## src/verilog/timer8_consts.vh

```
/*
 constants for the 8-bit timer with compare output and waveform modes:
 register byte addresses, field positions, reset values, mode codes, divisors.
 assumes inclusion by bare name from the timer design files.
*/
`ifndef TIMER8_CONSTS_VH
`define TIMER8_CONSTS_VH

// register byte addresses on the wishbone slave
`define ADDR_CONTROL 8'h00
`define ADDR_COUNTER 8'h04
`define ADDR_COMPARE 8'h08
`define ADDR_FLAGS 8'h0C
`define ADDR_PIN 8'h10

// control register fields
`define CTRL_FORCE_BIT 7
`define CTRL_WAVE0_BIT 6
`define CTRL_COM_HI 5
`define CTRL_COM_LO 4
`define CTRL_WAVE1_BIT 3
`define CTRL_CS_HI 2
`define CTRL_CS_LO 0

// flag register fields
`define FLAG_OVF_BIT 0
`define FLAG_CMP_BIT 1
`define FLAG_IE_BIT 8

// pin control register fields
`define PIN_DIR_BIT 0
`define PIN_PORT_BIT 1
`define PIN_STATE_BIT 2

// waveform mode codes
`define WAVE_NORMAL 2'h0
`define WAVE_PHASE 2'h1
`define WAVE_CLEAR_ON_MATCH 2'h2
`define WAVE_FAST 2'h3

// compare output mode codes
`define COM_OFF 2'h0
`define COM_TOGGLE 2'h1
`define COM_CLEAR 2'h2
`define COM_SET 2'h3

// counter extremes
`define CNT_BOTTOM 8'h00
`define CNT_MAX 8'hFF

// reset values
`define RST_BYTE 8'h00

// prescaler divisors minus one, by clock select code
`define DIV_1 10'h000
`define DIV_8 10'h007
`define DIV_32 10'h01F
`define DIV_64 10'h03F
`define DIV_128 10'h07F
`define DIV_256 10'h0FF
`define DIV_1024 10'h3FF

`endif

```

## src/verilog/timer8_compare_waveform_modes.v

```verilog
/*
 8-bit timer/counter with normal, clear-on-match and fast pwm modes,
 overflow and compare flags, forced compare, and a compare output pin,
 all reached over a classic wishbone slave.
 assumes a single 200 MHz clock, asynchronous active-low reset, and
 interrupt service acknowledges arriving as pulses on the same clock.
*/
// Implementation choices: the Wishbone slave port and the register offsets.
// How it works
// - mode field picks action and pin source
// - nonzero mode field overrides port output value
// - port direction bit still controls pin driver
// - mode zero leaves compare output unchanged
// - new mode acts at next match; force
// - counting depends only on waveform mode
// - normal mode counts up, wraps after max
// - normal overflow flag set when counter wraps
// - counter writable any time in normal mode
// - clear-on-match clears counter at compare value
// - clear-on-match uses compare value unbuffered
// - clear-on-match raises compare flag at top
// - clear-on-match toggle mode toggles output
// - clear-on-match overflow set at max wrap
// - fast pwm counts to max, then clears
// - fast pwm non-inverting and inverting actions
// - fast pwm overflow set at max
// - fast pwm extreme compare values handled
// - fast pwm toggle mode, still double buffered
// - period 256 ticks; prescale 1 to 1024
// - match sets compare flag; write-one clears
// - pwm compare writes buffered until top
// - clock select zero stops; writes override counting
// - force updates output only, no flag
`timescale 1ns/10ps
`include "timer8_consts.vh"

module timer8_compare_waveform_modes (
	input wire CLOCK,
	input wire RSTN,
	input wire WB_CYC_I,
	input wire WB_STB_I,
	input wire WB_WE_I,
	input wire [7:0] WB_ADR_I,
	input wire [3:0] WB_SEL_I,
	input wire [31:0] WB_DAT_I,
	output reg [31:0] WB_DAT_O,
	output reg WB_ACK_O,
	input wire OVERFLOW_SERVICED,
	input wire COMPARE_SERVICED,
	output reg OVERFLOW_FLAG,
	output reg COMPARE_FLAG,
	output wire COMPARE_PIN_OUT,
	output wire COMPARE_PIN_OE_N
);

	// control state
	reg [1:0] waveform_mode_ff; // counting sequence select
	reg [1:0] compare_output_mode_ff; // output action select
	reg [2:0] clock_select_ff; // prescaler select, zero stops
	reg compare_interrupt_enable_ff; // stored for software only
	reg compare_pin_direction_bit_ff; // one drives the pin
	reg port_value_ff; // normal port output value

	// counting state
	reg [7:0] counter_value_ff; // the counter
	reg [7:0] compare_value_ff; // active compare register
	reg [7:0] compare_buffer_ff; // software side in pwm modes
	reg [9:0] prescale_ff; // prescaler count
	reg block_ff; // match blocked after a counter write

	// next values
	reg [7:0] nxt_counter_value;
	reg [7:0] nxt_compare_value;
	reg [7:0] nxt_compare_buffer;
	reg [9:0] nxt_prescale;
	reg nxt_block;
	reg nxt_overflow_flag;
	reg nxt_compare_flag;
	reg [31:0] nxt_rdata;

	// decoded signals
	reg [9:0] divisor; // prescaler terminal count
	wire timer_clock_enable; // one tick of the timer clock
	wire pwm_mode; // buffered compare, single slope
	wire at_max; // counter is at max
	wire at_compare; // counter equals active compare
	wire match_evt; // compare match taken this tick
	wire bottom_evt; // counter cleared from max to bottom
	wire top_clear; // clear-on-match reset of the counter
	wire force_evt; // forced compare from a control write
	wire compare_output; // internal compare output state

	// bus decode
	wire req; // live request before the answer
	wire wr_take; // write takes effect on the ack edge
	wire wr_ctrl;
	wire wr_cnt;
	wire wr_cmp;
	wire wr_flags;
	wire wr_pin;

	// both pwm codes use single-slope counting here
	assign pwm_mode = waveform_mode_ff[0];
	assign at_max = (counter_value_ff == `CNT_MAX);
	assign at_compare = (counter_value_ff == compare_value_ff);

	// request is answered one cycle later; writes land with the ack
	assign req = WB_CYC_I & WB_STB_I & ~WB_ACK_O;
	assign wr_take = WB_CYC_I & WB_STB_I & WB_ACK_O & WB_WE_I & WB_SEL_I[0];
	assign wr_ctrl = wr_take & (WB_ADR_I == `ADDR_CONTROL);
	assign wr_cnt = wr_take & (WB_ADR_I == `ADDR_COUNTER);
	assign wr_cmp = wr_take & (WB_ADR_I == `ADDR_COMPARE);
	assign wr_flags = wr_take & (WB_ADR_I == `ADDR_FLAGS);
	assign wr_pin = wr_take & (WB_ADR_I == `ADDR_PIN);

	// prescaler divisor by clock select code
	always @* begin
		case (clock_select_ff)
			3'h1: divisor = `DIV_1;
			3'h2: divisor = `DIV_8;
			3'h3: divisor = `DIV_32;
			3'h4: divisor = `DIV_64;
			3'h5: divisor = `DIV_128;
			3'h6: divisor = `DIV_256;
			3'h7: divisor = `DIV_1024;
			default: divisor = `DIV_1;
		endcase
	end

	// tick when prescaler hits its count; select zero stops the timer
	assign timer_clock_enable = (clock_select_ff != 3'h0) &&
		(prescale_ff >= divisor);

	// prescaler count
	always @* begin
		if (clock_select_ff == 3'h0 || timer_clock_enable) begin
			nxt_prescale = 10'h000;
		end else begin
			nxt_prescale = prescale_ff + 10'h001;
		end
	end

	// a match on a tick, unless a counter write blocked it
	assign match_evt = timer_clock_enable & at_compare & ~block_ff;
	// clear-on-match clears the counter on compare equality
	assign top_clear = (waveform_mode_ff == `WAVE_CLEAR_ON_MATCH) & at_compare;
	// fast pwm bottom: the tick where max rolls to zero
	assign bottom_evt = timer_clock_enable & pwm_mode & at_max;
	// force only acts outside pwm modes
	assign force_evt = wr_ctrl & WB_DAT_I[`CTRL_FORCE_BIT] & ~pwm_mode;

	// counter next value, by waveform mode only
	always @* begin
		nxt_counter_value = counter_value_ff;
		if (wr_cnt) begin
			// software write beats count and clear
			nxt_counter_value = WB_DAT_I[7:0];
		end else if (timer_clock_enable) begin
			case (waveform_mode_ff)
				`WAVE_NORMAL: begin
					// plain up count with wrap through max
					nxt_counter_value = counter_value_ff + 8'h01;
				end
				`WAVE_CLEAR_ON_MATCH: begin
					// below-count compare only matches after the wrap
					if (top_clear) begin
						nxt_counter_value = `CNT_BOTTOM;
					end else begin
						nxt_counter_value = counter_value_ff + 8'h01;
					end
				end
				default: begin
					// single slope: max, then bottom on the next tick
					if (at_max) begin
						nxt_counter_value = `CNT_BOTTOM;
					end else begin
						nxt_counter_value = counter_value_ff + 8'h01;
					end
				end
			endcase
		end
	end

	// a counter write blocks the match on the next tick
	always @* begin
		nxt_block = block_ff;
		if (wr_cnt) begin
			nxt_block = 1'b1;
		end else if (timer_clock_enable) begin
			nxt_block = 1'b0;
		end
	end

	// compare register and its buffer
	always @* begin
		nxt_compare_value = compare_value_ff;
		nxt_compare_buffer = compare_buffer_ff;
		if (wr_cmp) begin
			nxt_compare_buffer = WB_DAT_I[7:0];
		end
		if (!pwm_mode) begin
			// non-pwm: software reaches the active register directly
			if (wr_cmp) begin
				nxt_compare_value = WB_DAT_I[7:0];
			end
		end else if (bottom_evt) begin
			// pwm: copy buffer at top, so pulses stay whole
			nxt_compare_value = compare_buffer_ff;
		end
	end

	// overflow flag: set on the max-to-zero tick, set beats clear
	always @* begin
		nxt_overflow_flag = OVERFLOW_FLAG;
		if (wr_flags && WB_DAT_I[`FLAG_OVF_BIT]) begin
			nxt_overflow_flag = 1'b0;
		end
		if (OVERFLOW_SERVICED) begin
			nxt_overflow_flag = 1'b0;
		end
		if (timer_clock_enable && at_max && !wr_cnt) begin
			// all four mode codes flag at max rolling to zero
			nxt_overflow_flag = 1'b1;
		end
	end

	// compare flag: set by a real match only, never by force
	always @* begin
		nxt_compare_flag = COMPARE_FLAG;
		if (wr_flags && WB_DAT_I[`FLAG_CMP_BIT]) begin
			nxt_compare_flag = 1'b0;
		end
		if (COMPARE_SERVICED) begin
			nxt_compare_flag = 1'b0;
		end
		if (match_evt) begin
			nxt_compare_flag = 1'b1;
		end
	end

	// read data mux; force bit always reads zero
	always @* begin
		nxt_rdata = 32'h00000000;
		case (WB_ADR_I)
			`ADDR_CONTROL: begin
				nxt_rdata[`CTRL_WAVE0_BIT] = waveform_mode_ff[0];
				nxt_rdata[`CTRL_COM_HI:`CTRL_COM_LO] = compare_output_mode_ff;
				nxt_rdata[`CTRL_WAVE1_BIT] = waveform_mode_ff[1];
				nxt_rdata[`CTRL_CS_HI:`CTRL_CS_LO] = clock_select_ff;
			end
			`ADDR_COUNTER: nxt_rdata[7:0] = counter_value_ff;
			`ADDR_COMPARE: nxt_rdata[7:0] = pwm_mode ? compare_buffer_ff : compare_value_ff;
			`ADDR_FLAGS: begin
				nxt_rdata[`FLAG_OVF_BIT] = OVERFLOW_FLAG;
				nxt_rdata[`FLAG_CMP_BIT] = COMPARE_FLAG;
				nxt_rdata[`FLAG_IE_BIT] = compare_interrupt_enable_ff;
			end
			`ADDR_PIN: begin
				nxt_rdata[`PIN_DIR_BIT] = compare_pin_direction_bit_ff;
				nxt_rdata[`PIN_PORT_BIT] = port_value_ff;
				nxt_rdata[`PIN_STATE_BIT] = compare_output;
			end
			default: nxt_rdata = 32'h00000000; // unmapped reads zero
		endcase
	end

	// bus answer: ack one cycle after the request, for one cycle
	always @(posedge CLOCK or negedge RSTN) begin
		if (!RSTN) begin
			WB_ACK_O <= 1'b0;
			WB_DAT_O <= 32'h00000000;
		end else begin
			WB_ACK_O <= req;
			if (req) begin
				WB_DAT_O <= nxt_rdata;
			end
		end
	end

	// software-written control registers
	always @(posedge CLOCK or negedge RSTN) begin
		if (!RSTN) begin
			waveform_mode_ff <= `WAVE_NORMAL;
			compare_output_mode_ff <= `COM_OFF;
			clock_select_ff <= 3'h0;
			compare_interrupt_enable_ff <= 1'b0;
			compare_pin_direction_bit_ff <= 1'b0;
			port_value_ff <= 1'b0;
		end else begin
			if (wr_ctrl) begin
				waveform_mode_ff <= {WB_DAT_I[`CTRL_WAVE1_BIT], WB_DAT_I[`CTRL_WAVE0_BIT]};
				compare_output_mode_ff <= WB_DAT_I[`CTRL_COM_HI:`CTRL_COM_LO];
				clock_select_ff <= WB_DAT_I[`CTRL_CS_HI:`CTRL_CS_LO];
			end
			if (wr_flags) begin
				compare_interrupt_enable_ff <= WB_DAT_I[`FLAG_IE_BIT];
			end
			if (wr_pin) begin
				compare_pin_direction_bit_ff <= WB_DAT_I[`PIN_DIR_BIT];
				port_value_ff <= WB_DAT_I[`PIN_PORT_BIT];
			end
		end
	end

	// counting state and flags
	always @(posedge CLOCK or negedge RSTN) begin
		if (!RSTN) begin
			counter_value_ff <= `RST_BYTE;
			compare_value_ff <= `RST_BYTE;
			compare_buffer_ff <= `RST_BYTE;
			prescale_ff <= 10'h000;
			block_ff <= 1'b0;
			OVERFLOW_FLAG <= 1'b0;
			COMPARE_FLAG <= 1'b0;
		end else begin
			counter_value_ff <= nxt_counter_value;
			compare_value_ff <= nxt_compare_value;
			compare_buffer_ff <= nxt_compare_buffer;
			prescale_ff <= nxt_prescale;
			block_ff <= nxt_block;
			OVERFLOW_FLAG <= nxt_overflow_flag;
			COMPARE_FLAG <= nxt_compare_flag;
		end
	end

	// compare output state and pin drive; the new mode field acts at
	// the next match since the unit reads it live
	compare_output_unit u_output (
		.clock(CLOCK),
		.rstn(RSTN),
		.match_evt(match_evt),
		.bottom_evt(bottom_evt),
		.force_evt(force_evt),
		.pwm_mode(pwm_mode),
		.compare_output_mode(wr_ctrl ? WB_DAT_I[`CTRL_COM_HI:`CTRL_COM_LO] :
			compare_output_mode_ff),
		.compare_pin_direction_bit(compare_pin_direction_bit_ff),
		.port_value(port_value_ff),
		.compare_output_ff(compare_output),
		.pin_out_ff(COMPARE_PIN_OUT),
		.pin_oe_n_ff(COMPARE_PIN_OE_N)
	);

endmodule // timer8_compare_waveform_modes

```

## src/verilog/compare_output_unit.v

```verilog
/*
 compare output unit: holds the internal compare output state and drives
 the pin from it or from the port value, with direction from the port bit.
 assumes match, bottom and force events are one-cycle pulses on CLOCK.
*/
`timescale 1ns/10ps
`include "timer8_consts.vh"

module compare_output_unit (
	input wire clock,
	input wire rstn,
	input wire match_evt,
	input wire bottom_evt,
	input wire force_evt,
	input wire pwm_mode,
	input wire [1:0] compare_output_mode,
	input wire compare_pin_direction_bit,
	input wire port_value,
	output reg compare_output_ff,
	output reg pin_out_ff,
	output reg pin_oe_n_ff
);

	reg nxt_compare_output; // next internal compare output state
	wire override; // pin sourced from compare output

	// either mode bit set takes the pin over, in every waveform mode
	assign override = |compare_output_mode;

	// action on the compare output state
	always @* begin
		nxt_compare_output = compare_output_ff;
		if (pwm_mode) begin
			// single slope: bottom wins so a max compare stays constant
			if (bottom_evt && compare_output_mode == `COM_CLEAR) begin
				nxt_compare_output = 1'b1;
			end else if (bottom_evt && compare_output_mode == `COM_SET) begin
				nxt_compare_output = 1'b0;
			end else if (match_evt) begin
				case (compare_output_mode)
					`COM_TOGGLE: nxt_compare_output = ~compare_output_ff;
					`COM_CLEAR: nxt_compare_output = 1'b0;
					`COM_SET: nxt_compare_output = 1'b1;
					default: nxt_compare_output = compare_output_ff;
				endcase
			end
		end else if (match_evt || force_evt) begin
			// non-pwm: toggle, clear or set; force acts like a match
			case (compare_output_mode)
				`COM_TOGGLE: nxt_compare_output = ~compare_output_ff;
				`COM_CLEAR: nxt_compare_output = 1'b0;
				`COM_SET: nxt_compare_output = 1'b1;
				default: nxt_compare_output = compare_output_ff;
			endcase
		end
	end

	// state register and registered pin drive
	always @(posedge clock or negedge rstn) begin
		if (!rstn) begin
			compare_output_ff <= 1'b0;
			pin_out_ff <= 1'b0;
			pin_oe_n_ff <= 1'b1;
		end else begin
			compare_output_ff <= nxt_compare_output;
			pin_out_ff <= override ? nxt_compare_output : port_value;
			// direction stays with the port bit even when overridden
			pin_oe_n_ff <= ~compare_pin_direction_bit;
		end
	end

endmodule // compare_output_unit

```

## config.mk

```make
export PLATFORM = sky130hd
export DESIGN_NAME = timer8_compare_waveform_modes
export DESIGN_NICKNAME = d
export VERILOG_FILES = /design/src/verilog/timer8_compare_waveform_modes.v /design/src/verilog/compare_output_unit.v
export VERILOG_INCLUDE_DIRS = /design/src /design/src/verilog
export SDC_FILE = /design/constraint.sdc
export NUM_CORES = 1
export LEC_CHECK = 0
export BUFFER_PORTS_ARGS = -buffer_cell sky130_fd_sc_hd__clkbuf_2
export CAP_MARGIN = 10
export CORE_ASPECT_RATIO = 1.4
export CORE_MARGIN = 8
export CORE_UTILIZATION = 33
export CTS_CLUSTER_DIAMETER = 200
export DETAILED_ROUTE_END_ITERATION = 7
export GPL_ROUTABILITY_DRIVEN = 0
export PLACE_DENSITY = 0.58
export SYNTH_ARGS = -nofsm -noshare
export SYNTH_HDL_FRONTEND = slang
export SYNTH_SLANG_ARGS = --single-unit
```

## constraint.sdc

```tcl
create_clock -name CLOCK -period 10.15 [get_ports CLOCK]
set_clock_uncertainty 0.1 [all_clocks]
set_input_delay 1.5225 -clock CLOCK [delete_from_list [all_inputs] [get_ports CLOCK]]
set_output_delay 1.5225 -clock CLOCK [all_outputs]
set_load 0.03 [all_outputs]
```

=== Word level (Yosys, flattened, before mapping) ===
Index checks and enable logic that the tools add are counted.

* Flip-flop bits (word level): 60
* Bits in latches: 0
* RAM bits: 0
* ROM bits: 0
* Input bits: 51
* Output and inout port bits: 37
* Word-level logic and storage cells: 112
* Memories: 0

* $add $sub $neg: 2
* Multiply operators: 0
* Divide/modulo/power cells: 0
* Magnitude comparators: 1
* Eq/ne operators: 17
* Shift operators: 0
* Muxes and demuxes: 32
* Bitwise operators: 22
* Reductions and logical operators: 20

{| class="wikitable"
|+ Operators with widths
! operator !! number
|-
| $mux 8 || 8
|-
| $pmux 10 s6 || 1
|-
| $and 1x1->1 || 17
|-
| $eq 8x4->1 const B || 2
|-
| $pmux 8 s2 || 1
|-
| $mux 1 || 15
|-
| $eq 3x3->1 const B || 4
|-
| $pmux 4 s3 || 1
|-
| $add 10x1->10 const B || 1
|-
| $ge 10x10->1 || 1
|-
| $mux 10 || 1
|-
| $pmux 2 s5 || 1
|-
| $reduce_bool 3->1 || 3
|-
| $add 8x1->8 const B || 1
|-
| $eq 8x3->1 const B || 1
|-
| $eq 8x5->1 const B || 1
|-
| $eq 8x8->1 || 1
|-
| $eq 8x8->1 const B || 1
|-
| $logic_not 8->1 || 1
|-
| $logic_and 1x1->1 || 7
|-
| $eq 2x2->1 const B || 3
|-
| $eq 3x2->1 const B || 2
|-
| $not 1->1 || 5
|-
| $pmux 1 s4 || 1
|-
| 12 further kinds || 14
|}

=== Depth between registers and ports, before layout ===
Gate-level depths: netlist of run 1.

* Word-level depth: 13
* Gate-level depth with buffers: 10
* Gate-level depth less buffers: 10

=== Cells and area by module ===
From an unflattened synthesis of run 1, not the netlist that was laid out.

* Cell total of the unflattened synthesis: 366
* Area, all modules: 3638.5 sq um

{| class="wikitable"
|+ Modules (own cells, without submodules)
! module !! instances !! cells an instance !! area an instance (sq um) !! seq. area each (sq um)
|-
| timer8_compare_waveform_modes || 1 || 342 || 3402.0 || 1426.4
|-
| compare_output_unit || 1 || 24 || 236.5 || 76.3
|}

=== Worst setup path before layout of run 1 ===
No wires, ideal clock.

* Kind: input to register
* Start: input port WB_ADR_I[5]
* End: register u_output.pin_out_ff
* Setup time: 0.125 ns
* Arrival: 3.815 ns
* Data required time: 9.925 ns
* Setup slack: 6.111 ns
* Stages on the path: 9
* Path buffers: 2
* Path through: or4_1 buf_2 or4_4 buf_6 mux2_4 a2111oi_4 o21ai_1 a2bb2oi_1 mux2_2

* Cells in the longest elaborated chain, start to end: 10
* Elaborated cells between the ends (all ways): 19
* Those cells by class: eq/ne: 3; mux: 8; bitwise: 3; reduce/logical: 5

{| class="wikitable"
|+ RTL lines
! item !! line !! RTL
|-
| start, declared || timer8_compare_waveform_modes.v:43 || <nowiki>input wire [7:0] WB_ADR_I,</nowiki>
|-
| $logic_not 8->1 (*) || -- ||
|-
| $and 1x1->1 (*) || timer8_compare_waveform_modes.v:110 || <nowiki>assign wr_ctrl = wr_take & (WB_ADR_I == `ADDR_CONTROL);</nowiki>
|-
| $mux 2 || -- ||
|-
| $eq 2x2->1 or $eq 2x1->1 (tied branches) || compare_output_unit.v:40, compare_output_unit.v:49 ||
|-
| $pmux 1 s3 || compare_output_unit.v:40, compare_output_unit.v:49 ||
|-
| $mux 1 || compare_output_unit.v:39 || <nowiki>end else if (match_evt) begin</nowiki>
|-
| $mux 1 || compare_output_unit.v:37 || <nowiki>end else if (bottom_evt && compare_output_mode == `COM_SET) begin</nowiki>
|-
| $mux 1 || compare_output_unit.v:35 || <nowiki>if (bottom_evt && compare_output_mode == `COM_CLEAR) begin</nowiki>
|-
| $mux 1 (*) || compare_output_unit.v:33 || <nowiki>if (pwm_mode) begin</nowiki>
|-
| via u_output.nxt_compare_output || compare_output_unit.v:24 || <nowiki>reg nxt_compare_output;</nowiki>
|-
| $mux 1 (*) || compare_output_unit.v:66 || <nowiki>pin_out_ff <= override ? nxt_compare_output : port_value;</nowiki>
|-
| end signal, assigned || compare_output_unit.v:66 ||
|-
| end, declared || compare_output_unit.v:20 || <nowiki>output reg pin_out_ff,</nowiki>
|}

Mark *: on every way through the listed nets, which the timed path passes. The rest lies on a longest branch.
A chain may end at the register's enable or synchronous reset.

=== Final worst setup path of run 1 ===
* Start: input port WB_ADR_I[5]
* End: register u_output.pin_out_ff

* Cells in the longest elaborated chain, start to end: 10
* Elaborated cells between the ends (all ways): 19
* Those cells by class: eq/ne: 3; mux: 8; bitwise: 3; reduce/logical: 5

{| class="wikitable"
|+ RTL lines
! item !! line !! RTL
|-
| $logic_not 8->1 (*) || -- ||
|-
| $and 1x1->1 (*) || timer8_compare_waveform_modes.v:110 ||
|-
| $mux 2 (*) || -- ||
|-
| via u_output.compare_output_mode[1] || compare_output_unit.v:16 || <nowiki>input wire [1:0] compare_output_mode,</nowiki>
|-
| $eq 2x2->1 or $eq 2x1->1 (tied branches) || compare_output_unit.v:40, compare_output_unit.v:49 ||
|-
| $pmux 1 s3 || compare_output_unit.v:40, compare_output_unit.v:49 ||
|-
| $mux 1 || compare_output_unit.v:39 ||
|-
| $mux 1 || compare_output_unit.v:37 ||
|-
| $mux 1 || compare_output_unit.v:35 ||
|-
| $mux 1 (*) || compare_output_unit.v:33 ||
|-
| via u_output.nxt_compare_output || compare_output_unit.v:24 ||
|-
| $mux 1 (*) || compare_output_unit.v:66 ||
|}

Marks and branches as above.

==> impl_metrics.tcl, run 1 <==
set metrics [dict create \
    cts_root_buffer "sky130_fd_sc_hd__clkbuf_16" \
    global_route.peak_usage_layer "met2" \
    port_buffers 38 \
    grtUsageMet3_pct 3.327 \
    timing.hold.worst_path_depth 1 \
    drt.antenna.violating_nets 0 \
    clk_network_pwr_share_pct 42.0 \
    count_of_unresolved_drc_violations_after_routing 0 \
    hold_buffers 0 \
    synth.yosys.seq_area_share_pct 41.77 \
    detail_route.vias_per_cell 5.246 \
    floorplan.initialDensity_pct 33.45 \
    regToRegStartpoint "clock_select_ff[1]" \
    setup.worst_path.end_class "register" \
    via_count_of_the_first_global_routing_pass 2885 \
    detailed_router_s_first_iteration_violation_count 265 \
    maxCapViolCount 0 \
    share_seq_of_total_power_pct 41.1 \
    netlist_instances 376 \
    ys_ff_latch 60 \
    worst_case_register_to_register_setup_slack_ns 6.18 \
    synth_cell_type_count 55 \
    cell_int_power_uw 504.6 \
    crit_path_max_incr_delay_ns 0.69 \
    timing.critical_path.fanout_max 10 \
    core-area_um2 10750 \
    layout_common_cells "sky130_fd_sc_hd__dfrtp_1 (59), sky130_fd_sc_hd__nand2_1 (47), sky130_fd_sc_hd__clkbuf_2 (38)" \
    floorplan.die.width_um 104.2 \
    synth.avg_cell_area_um2 9.567 \
    num-nets-final 479 \
    synth-async-reset-ratio_pct 100.0 \
    irDropWorstVdd_v 0.00006690 \
    grt_max_degree 61 \
    peak_freq_mhz 243.2 \
    post_cts.resized_instances 0 \
    die_area_um2 14550 \
    synth-main-ff-cell "sky130_fd_sc_hd__dfrtp_1" \
    timing.critical_path.slowest_stage_cell "sky130_fd_sc_hd__or4_1" \
    worst-slew-pin-transition_ns 1.172 \
    final-max-slew-violation-count 0 \
    synth.cell_area_um2 3597 \
    place_hpwl_um 7205 \
    ys_warn_count 0 \
    number_of_synthesized_flops_with_an_enable_pin 0 \
    combPwrFrac_pct 16.9 \
    setup_viol 0 \
    antenna_found_initial 0 \
    pin_count 88 \
    wl_per_cell_um 16.86 \
    total_leakage_power_uw 0.002040 \
    drive_above_1_share_pct 21.38 \
    post_cts_setup_buffer_count 0 \
    critical_path_rt_ns 10.31 \
    finalWirelength_um 9474 \
    placement.setup.worst_slack_ns 5.743 \
    grt_setup_unrepaired "no" \
    insertion_delay_ns 0.32 \
    timing.final.crit_period_ns 4.112 \
    sink_count_of_the_clock_tree 60 \
    power.switching_uw 205.7 \
    reg2reg_path_depth 8 \
    die-height_um 139.5 \
    mostFrequentLayoutCell "sky130_fd_sc_hd__dfrtp_1" \
    min_path_type "reg -> reg" \
    hold-path-endpoint "u_output.pin_oe_n_ff" \
    antennaDiodeCount 0 \
    clock_tree.htree_level_count 3 \
    timing.critical_path.from_type "primary input" \
    cts-buffers-inserted 9 \
    layout-area-overhead-vs-synth_pct 15.20 \
    clock_path_buffers 2 \
    setup_slack_ns 6.038 \
    critical_path_data_arrival_time_ns 4.27 \
    rows 45 \
    grt.met1_usage_pct 14.46 \
    cts.clk_slew.worst_paths_ns 0.05 \
    timing.max_slew.rel_slack_pct 21.89 \
    cts_tree "yes" \
    final.period_utilization_pct 40.51 \
    status "finished, final reports clean" \
    cp_cell_sequence "clkbuf_2 -> or4_1 -> nor4_4 -> mux2i_1 -> inv_1 -> a2111oi_0 -> o21ai_1 -> a2bb2oi_1 -> mux2_2" \
    powerDensity_nw_per_um2 171.4 \
    timing.setup.tns_ns 0 \
    switching_fraction_of_total_power_pct 28.96 \
    route.vias.total 2948 \
    drt_pass1_iterations 5 \
    timing.hold.worst.start "compare_pin_direction_bit_ff" \
    regToRegEndpoint "compare_value_ff[5]" \
    hold_violations_final 0 \
    grtUsageMet2_pct 22.49 \
    globalRouteOverflowTotal 0 \
    first_pass_grt_wire_length_um 15250 \
    ws_path_type "in -> reg" \
    grt_util_all_layers_pct 13.21 \
]
worst max-delay path by stage:
stage | from | endpoint | slack, ns | cells past startpoint
6_report | WB_ADR_I[5] | u_output.pin_out_ff | 6.04 | 9
5_1_grt | WB_ADR_I[5] | u_output.pin_out_ff | 5.87 | 9
4_1_cts | WB_ADR_I[5] | u_output.pin_out_ff | 6.07 | 9
3_5_place_dp | WB_ADR_I[5] | u_output.pin_out_ff | 5.74 | 9
3_3_place_gp | WB_ADR_I[5] | u_output.pin_out_ff | 5.80 | 9
2_1_floorplan | WB_ADR_I[5] | u_output.pin_out_ff | 6.11 | 9
stage by stage:
| step | utilization, % | instances | area (um2) | total power, uW | hold WS (ns) |
|---|---|---|---|---|---|
| after CTS | 38.53 | 562 | 4144 | 716.6 | 0.3172 |
| final | 38.53 | 562 | 4144 | 710.3 | 0.3172 |
| after floorplan | - | 398 | 3680 | 381.9 | 0.2771 |
| after global placement | 35.73 | 546 | 3842 | 410.6 | 0.2970 |
| after global routing | 38.53 | 562 | 4144 | 748.9 | 0.3370 |
| after detailed placement | 35.73 | 546 | 3842 | 413.5 | 0.3079 |
per-layer routing:
metal,part of all wire [%],up-vias
li1,-,1378
met2,52,83
met5,0,-
met1,40,1466
met3,4.5,21
met4,3.8,0
cells by family (layout without fill, tap and decap cells):
logic type / Yosys count / after routing / share of synthesized area, %
and+or+nand+nor: 129 / 129 / 18.09
AOI/OAI and AO/OA: 75 / 75 / 14.09
DFF: 60 / 60 / 41.77
buffers and inverters: 51 / 74 / 7.965
muxes: 32 / 32 / 9.913
xor gates and xnor gates: 16 / 16 / 3.896
adders and majority gates: 12 / 12 / 4.174
other: 1 / 23 / 0.1042
power groups by stage:
stage | clock network [uW] | registers [uW] | logic [uW]
3_5_place_dp | 0 | 295 | 118
5_1_grt | 317 | 295 | 136
4_1_cts | 306 | 291 | 120
2_1_floorplan | 0 | 285 | 97.0
3_3_place_gp | 0 | 295 | 116
6_report | 298 | 292 | 120
layout make-up:
| cell class | count | area [um2] |
|---|---|---|
| Clock buffer | 16 | 301.5 |
| Fill cell | 1070 | 6610 |
| Inverter | 18 | 67.56 |
| Multi-Input combinational cell | 287 | 1891 |
| Sequential cell | 60 | 1503 |
| Tap cell | 141 | 176.4 |
| Timing Repair Buffer | 40 | 205.2 |
registers in the layout (all words and copies together) (netlist names), 2 cells and up:
register,flops
clock_select_ff,3
prescale_ff,10
compare_value_ff,8
WB_DAT_O,9
compare_buffer_ff,8
compare_output_mode_ff,2
waveform_mode_ff,2
counter_value_ff,8
worst max-delay path, delay by kind of cell:
kind,cells,cell delay [ns]
buf+inv,2,0.17
compound gates,3,0.75
mux,2,0.54
simple gates,2,1.28
cells in the mapped netlist (3+ instances only):
cell type	number	area share, %
sky130_fd_sc_hd__or2_2	3	0.52
sky130_fd_sc_hd__and3_1	4	0.70
sky130_fd_sc_hd__ha_1	12	4.2
sky130_fd_sc_hd__xnor2_1	3	0.73
sky130_fd_sc_hd__o21ai_0	29	4.0
sky130_fd_sc_hd__xor2_1	13	3.2
sky130_fd_sc_hd__nand4_1	5	0.87
sky130_fd_sc_hd__nor4_1	3	0.52
sky130_fd_sc_hd__inv_1	18	1.9
sky130_fd_sc_hd__buf_4	23	4.8
sky130_fd_sc_hd__nand2_1	47	4.9
sky130_fd_sc_hd__nand3b_1	5	1.0
sky130_fd_sc_hd__a222oi_1	3	0.83
sky130_fd_sc_hd__a22oi_1	6	1.3
sky130_fd_sc_hd__dfrtp_1	59	41
sky130_fd_sc_hd__a31oi_1	3	0.52
sky130_fd_sc_hd__mux2_2	25	7.8
sky130_fd_sc_hd__mux2i_1	6	1.7
sky130_fd_sc_hd__a21oi_1	10	1.4
sky130_fd_sc_hd__nor2_1	30	3.1
sky130_fd_sc_hd__clkbuf_1	7	0.73
sky130_fd_sc_hd__a221oi_1	4	0.97
sky130_fd_sc_hd__nor3_1	5	0.70
sky130_fd_sc_hd__nand3_1	13	1.8
Power figures use the tool's default switching activity.
==> run 2, diff against run 1 <==
Clock period 10.15 ns to 4.02 ns, I/O delays scaled along.
==> run 2 against run 1 <==
Clock power increased to 2.7 times the previous value. Design area grew 1.0%. First-iteration DRC count down 14%. Routed wire length rose by 0.79%. Final cell count increased by 0.71%. Die area did not move. Global-route usage is 0.25 points higher. Via count up 0.14%.
==> impl_metrics.tcl, run 2 (synthesis gave the netlist of run 1 again) <==
set metrics [dict create \
    route.vias.total 2952 \
    detailed_router_s_first_iteration_violation_count 228 \
    core-area_um2 10750 \
    num-nets-final 484 \
    clock_tree.htree_level_count 3 \
    placement.setup.worst_slack_ns 0.7041 \
    grt_setup_unrepaired "no" \
    wl_per_cell_um 16.87 \
    hold_buffers 0 \
    pin_count 88 \
    setup.worst_path.end_class "register" \
    largest-register "prescale_ff" \
    drt.antenna.violating_nets 0 \
    post_cts.resized_instances 0 \
    globalRouteOverflowTotal 0 \
    switching_fraction_of_total_power_pct 28.63 \
    mostFrequentLayoutCell "sky130_fd_sc_hd__dfrtp_1" \
    layout-area-overhead-vs-synth_pct 16.35 \
    ws_path_type "reg -> reg" \
    peak_freq_mhz 321.9 \
    cts.clk_slew.worst_paths_ns 0.05 \
    setup_viol 0 \
    antennaDiodeCount 0 \
    cts_tree "yes" \
    post_cts_setup_buffer_count 0 \
    irDropWorstVdd_v 0.0001486 \
    timing.setup.tns_ns 0 \
    clock_path_buffers 2 \
    cts-buffers-inserted 9 \
    grt_max_degree 37 \
    count_of_unresolved_drc_violations_after_routing 0 \
    critical_path_rt_ns 4.13 \
    die-height_um 139.5 \
    timing.critical_path.from_type "register" \
    insertion_delay_ns 0.32 \
    sink_count_of_the_clock_tree 60 \
    share_seq_of_total_power_pct 40.1 \
    timing.max_slew.rel_slack_pct 46.39 \
    final.period_utilization_pct 77.28 \
    detail_route.vias_per_cell 5.216 \
    floorplan.die.width_um 104.2 \
    critical_path_data_arrival_time_ns 3.22 \
    die_area_um2 14550 \
    layout_common_cells "sky130_fd_sc_hd__dfrtp_1 (59), sky130_fd_sc_hd__nand2_1 (47), sky130_fd_sc_hd__clkbuf_2 (38)" \
    hold_ws_ns 0.1979 \
    drt_pass1_iterations 6 \
    place_hpwl_um 7418 \
    setup_slack_ns 0.9134 \
    max_ffs_per_register 10 \
    biggestRegsByFlops "prescale_ff: 10 flops, WB_DAT_O: 9 flops" \
    finalWirelength_um 9549 \
    placement_cell_area_um2 3880 \
    powerDensity_nw_per_um2 438.6 \
    postLayoutCellArea_um2 4185 \
    rows 45 \
    cts_root_buffer "sky130_fd_sc_hd__clkbuf_16" \
    total_leakage_power_uw 0.002069 \
    status "finished, final reports clean" \
    maxCapViolCount 0 \
    grt_util_all_layers_pct 13.45 \
    port_buffers 38 \
    combPwrFrac_pct 16.6 \
    first_pass_grt_wire_length_um 15600 \
    cell_int_power_uw 1310 \
    timing.final.crit_period_ns 3.107 \
    total_power_uw 1836 \
    final-max-slew-violation-count 0 \
    floorplan.initialDensity_pct 33.45 \
    power.switching_uw 525.5 \
    hold_violations_final 0 \
    via_count_of_the_first_global_routing_pass 3010 \
    timing.critical_path.fanout_max 7 \
    clk_network_pwr_share_pct 43.3 \
    drive_above_1_share_pct 22.59 \
    min_path_type "in -> async" \
    worst-slew-pin-transition_ns 0.8042 \
    antenna_found_initial 0 \
]
run 2: cell count changes in the layout (fill, tap and decap cells not counted), sizes merged:
cell,delta
buf,+5
bufinv,+2
clkinv,+4
clkbuf,-7
run 2: cell type report:
| cell class | count | area (um2) |
|---|---|---|
| fillers | 1072 | 6569 |
| clock inverters | 6 | 80.08 |
| repair buffers | 45 | 242.7 |
| inverters | 18 | 67.56 |
| clock buffers | 9 | 225.2 |
| flip-flops and latches | 60 | 1503 |
| multi-input cells | 287 | 1891 |
| well taps | 141 | 176.4 |
run 2: final timing paths:
path,from,endpoint,slack [ns],cells past startpoint
worst max-delay path,clock_select_ff[1],compare_value_ff[3],0.91,9
worst min-delay path,RSTN,WB_DAT_O[4],0.20,1
worst max register to register,clock_select_ff[1],compare_value_ff[3],0.91,9
worst min register to register,compare_pin_direction_bit_ff,u_output.pin_oe_n_ff,0.32,1
max in group asynchronous,RSTN,u_output.pin_oe_n_ff,2.70,2
min in group CLOCK,compare_pin_direction_bit_ff,u_output.pin_oe_n_ff,0.32,1
run 2: metrics by stage:
step | std cells | utilization, %
floorplan | 398 | -
global placement | 551 | 36.08
detailed placement | 551 | 36.08
CTS | 566 | 38.92
global route | 566 | 38.92
finish | 566 | 38.92
run 2: per-layer routing:
layer  GRT usage, %  wire length, um
met1          14.10             3644
met2          22.90             4848
met4          9.870              536
met3          3.420              519
met5              0                0
run 2: power by group through the flow:
stage,Clock (uW),Combinational (uW),Sequential [uW]
after floorplan,0,245,719
after CTS,815,305,736
after detailed placement,0,302,745
final,794,305,736
after global placement,0,297,746
after global routing,837,353,745
run 2: critical path: stages (launching register included):
cell and delay (ns):
sky130_fd_sc_hd__dfrtp_1 0.45, sky130_fd_sc_hd__a21oi_1 0.25, sky130_fd_sc_hd__ha_1 0.30, sky130_fd_sc_hd__a21oi_1 0.15, sky130_fd_sc_hd__nand2_1 0.07, sky130_fd_sc_hd__a31oi_1 0.50
sky130_fd_sc_hd__a21oi_1 0.29, sky130_fd_sc_hd__a22oi_1 0.33, sky130_fd_sc_hd__buf_4 0.22, sky130_fd_sc_hd__mux2_2 0.34
==> run 3, diff against run 2 <==
Settings changed: PLACE_DENSITY 0.58 to 0.6.
Clock period 4.02 ns to 2.66 ns, I/O delays scaled along.
==> run 3 against run 2 <==
The run now ends with setup timing left. Design area up 11%. Count of clock-buffer cells in the layout up 2. Routed wire length up 6.5%. Maximum frequency up 17%. Critical path type unchanged. Largest cell class unchanged. Highest routed layer unchanged.
==> impl_metrics.tcl, run 3 (synthesis gave the netlist of run 1 again) <==
set metrics [dict create \
    status "complete, but fails checks" \
    violations "setup timing" \
    antennaDiodeCount 0 \
    instances_no_fill 605 \
    first_pass_grt_wire_length_um 16550 \
    core-area_um2 10750 \
    powerDensity_nw_per_um2 635.5 \
    num-nets-final 523 \
    layout-area-overhead-vs-synth_pct 29.53 \
    final-max-slew-violation-count 0 \
    worst-slew-pin-transition_ns 0.7358 \
    total_leakage_power_uw 0.002316 \
    cts_tree "yes" \
    drive_above_1_share_pct 32.33 \
    timing.critical_path.fanout_max 5 \
    num-fill-cells 1045 \
    rows 45 \
    peak_freq_mhz 375.1 \
    pin_count 88 \
    detail_route.vias_per_cell 5.053 \
    irDropWorstVdd_v 0.0003313 \
    count_of_unresolved_drc_violations_after_routing 0 \
    critical_path_data_arrival_time_ns 2.78 \
    setup.worst_path.end_class "register" \
    clock_tree.htree_level_count 3 \
    postLayoutCellArea_um2 4659 \
    biggestRegsByFlops "prescale_ff: 10 flops, WB_DAT_O: 9 flops" \
    cts.clk_slew.worst_paths_ns 0.05 \
    mostFrequentLayoutCell "sky130_fd_sc_hd__dfrtp_1" \
    cts_root_buffer "sky130_fd_sc_hd__clkbuf_16" \
    timing.final.crit_period_ns 2.666 \
    grtUsageMet2_pct 24.76 \
    placement.setup.worst_slack_ns -0.1817 \
    floorplan.die.width_um 104.2 \
    route.vias.total 3057 \
    grtUsageMet3_pct 3.189 \
    drt_pass1_iterations 4 \
    clock_path_buffers 2 \
    min_path_type "in -> async" \
    hold_ws_ns 0.02039 \
    insertion_delay_ns 0.34 \
    max_ffs_per_register 10 \
    via_count_of_the_first_global_routing_pass 3296 \
    grt_util_all_layers_pct 14.38 \
    hold_violations_final 0 \
    die-height_um 139.5 \
    critical_path_rt_ns 2.78 \
    wl_per_cell_um 16.80 \
    antenna_found_initial 0 \
    place_hpwl_um 8013 \
    cp_cell_sequence "or2_4 -> ha_4 -> nand2b_4 -> a211o_1 -> a31oi_4 -> a21oi_4 -> a22oi_2 -> buf_6 -> mux2_4" \
    finalWirelength_um 10170 \
    grt.met1_usage_pct 15.13 \
    setup_viol 5 \
    post-route-util_pct 43.33 \
    largest-register "prescale_ff" \
    floorplan.initialDensity_pct 33.45 \
    detailed_router_s_first_iteration_violation_count 183 \
    final.period_utilization_pct 100.2 \
    drt.antenna.violating_nets 0 \
    timing.critical_path.slowest_stage_cell "sky130_fd_sc_hd__dfrtp_2" \
    die_area_um2 14550 \
    setup_slack_ns -0.005613 \
    place_inst 582 \
    reg2reg_path_depth 9 \
    timing.critical_path.from_type "register" \
    ws_path_type "reg -> reg" \
    cts-buffers-inserted 9 \
    timing.max_slew.rel_slack_pct 50.95 \
    placement_cell_area_um2 4215 \
    global_route.peak_usage_layer "met2" \
    crit_path_max_incr_delay_ns 0.43 \
    maxCapViolCount 0 \
    layout_common_cells "sky130_fd_sc_hd__dfrtp_1 (58), sky130_fd_sc_hd__nand2_1 (46), sky130_fd_sc_hd__buf_4 (41)" \
    grt_max_degree 35 \
    globalRouteOverflowTotal 0 \
    grt_setup_unrepaired "yes" \
    sink_count_of_the_clock_tree 60 \
    port_buffers 38 \
]
==> run 3: cell count changes in the layout (fill, tap and decap cells not counted), moves of 2 or more <==
cell / before / now
sky130_fd_sc_hd__buf_4: 7 / 41
sky130_fd_sc_hd__buf_6: 0 / 4
sky130_fd_sc_hd__mux2_4: 1 / 9
sky130_fd_sc_hd__clkinv_2: 4 / 1
sky130_fd_sc_hd__ha_1: 12 / 9
sky130_fd_sc_hd__a21oi_1: 10 / 8
sky130_fd_sc_hd__o311ai_0: 2 / 0
sky130_fd_sc_hd__mux2_2: 25 / 17
sky130_fd_sc_hd__o311ai_1: 0 / 2
sky130_fd_sc_hd__a31oi_1: 3 / 1
sky130_fd_sc_hd__ha_4: 0 / 3
==> run 3: per-layer routing <==
metal | vias to the layer above | routed length, um | share of wire (%)
li1 | 1462 | - | -
met1 | 1487 | 3865 | 38
met2 | 80 | 5285 | 52
met3 | 28 | 445 | 4.4
met4 | 0 | 570 | 5.6
met5 | - | 0 | 0
==> run 3: cell type report <==
class / count / area [um2] / share of cell area (%)
clock buffers: 11 / 242.7 / 5.209
clock inverters: 4 / 73.82 / 1.584
inverters: 18 / 67.56 / 1.450
multi-input cells: 287 / 2032 / 43.61
flip-flops and latches: 60 / 1504 / 32.28
well taps: 141 / 176.4 / 3.786
repair buffers: 84 / 563.0 / 12.08
==> run 3: stage by stage <==
| step | TNS, ns | power [uW] |
|---|---|---|
| after global placement | -0.4499 | 1670 |
| final | -0.01944 | 2961 |
| after global routing | -0.5347 | 3099 |
| after detailed placement | -0.2256 | 1693 |
| after CTS | 0 | 2952 |
| after floorplan | -0.3367 | 1507 |
==> run 3: where the power goes <==
group / internal, uW / switching, uW / total, uW / leakage [uW]
registers: 998 / 94.9 / 1090 / 0.000787
clock network: 839 / 409 / 1250 / 0.000156
logic: 260 / 361 / 621 / 0.00137
total: 2100 / 864 / 2960 / 0.00232
==> run 3: worst paths after layout <==
check | start | to | slack (ns)
worst min-delay path | RSTN | WB_DAT_O[1] | 0.02
worst max register to register | clock_select_ff[1] | compare_value_ff[5] | -0.006
min in group CLOCK | WB_DAT_I[8] | compare_interrupt_enable_ff | 0.21
worst min register to register | compare_pin_direction_bit_ff | u_output.pin_oe_n_ff | 0.32
max in group asynchronous | RSTN | u_output.pin_oe_n_ff | 1.76
worst max-delay path | clock_select_ff[1] | compare_value_ff[5] | -0.006
==> run 3: critical path: cells and delay by family, from the launching register on <==
kind,cells,cell delay [ns]
and+or+nand+nor,2,0.40
AOI/OAI and AO/OA,4,0.94
DFF,1,0.43
buffers and inverters,1,0.17
adders and majority gates,1,0.21
muxes,1,0.30
==> run 3: timing repair <==
action | in CTS | in global routing
pin swaps | 0 | 9
hold buffers | 0 | 0
setup buffers | 0 | 8
gates resized for setup | 1 | 15
cloned | 0 | 0
setup endpoints to repair | 1 | 15
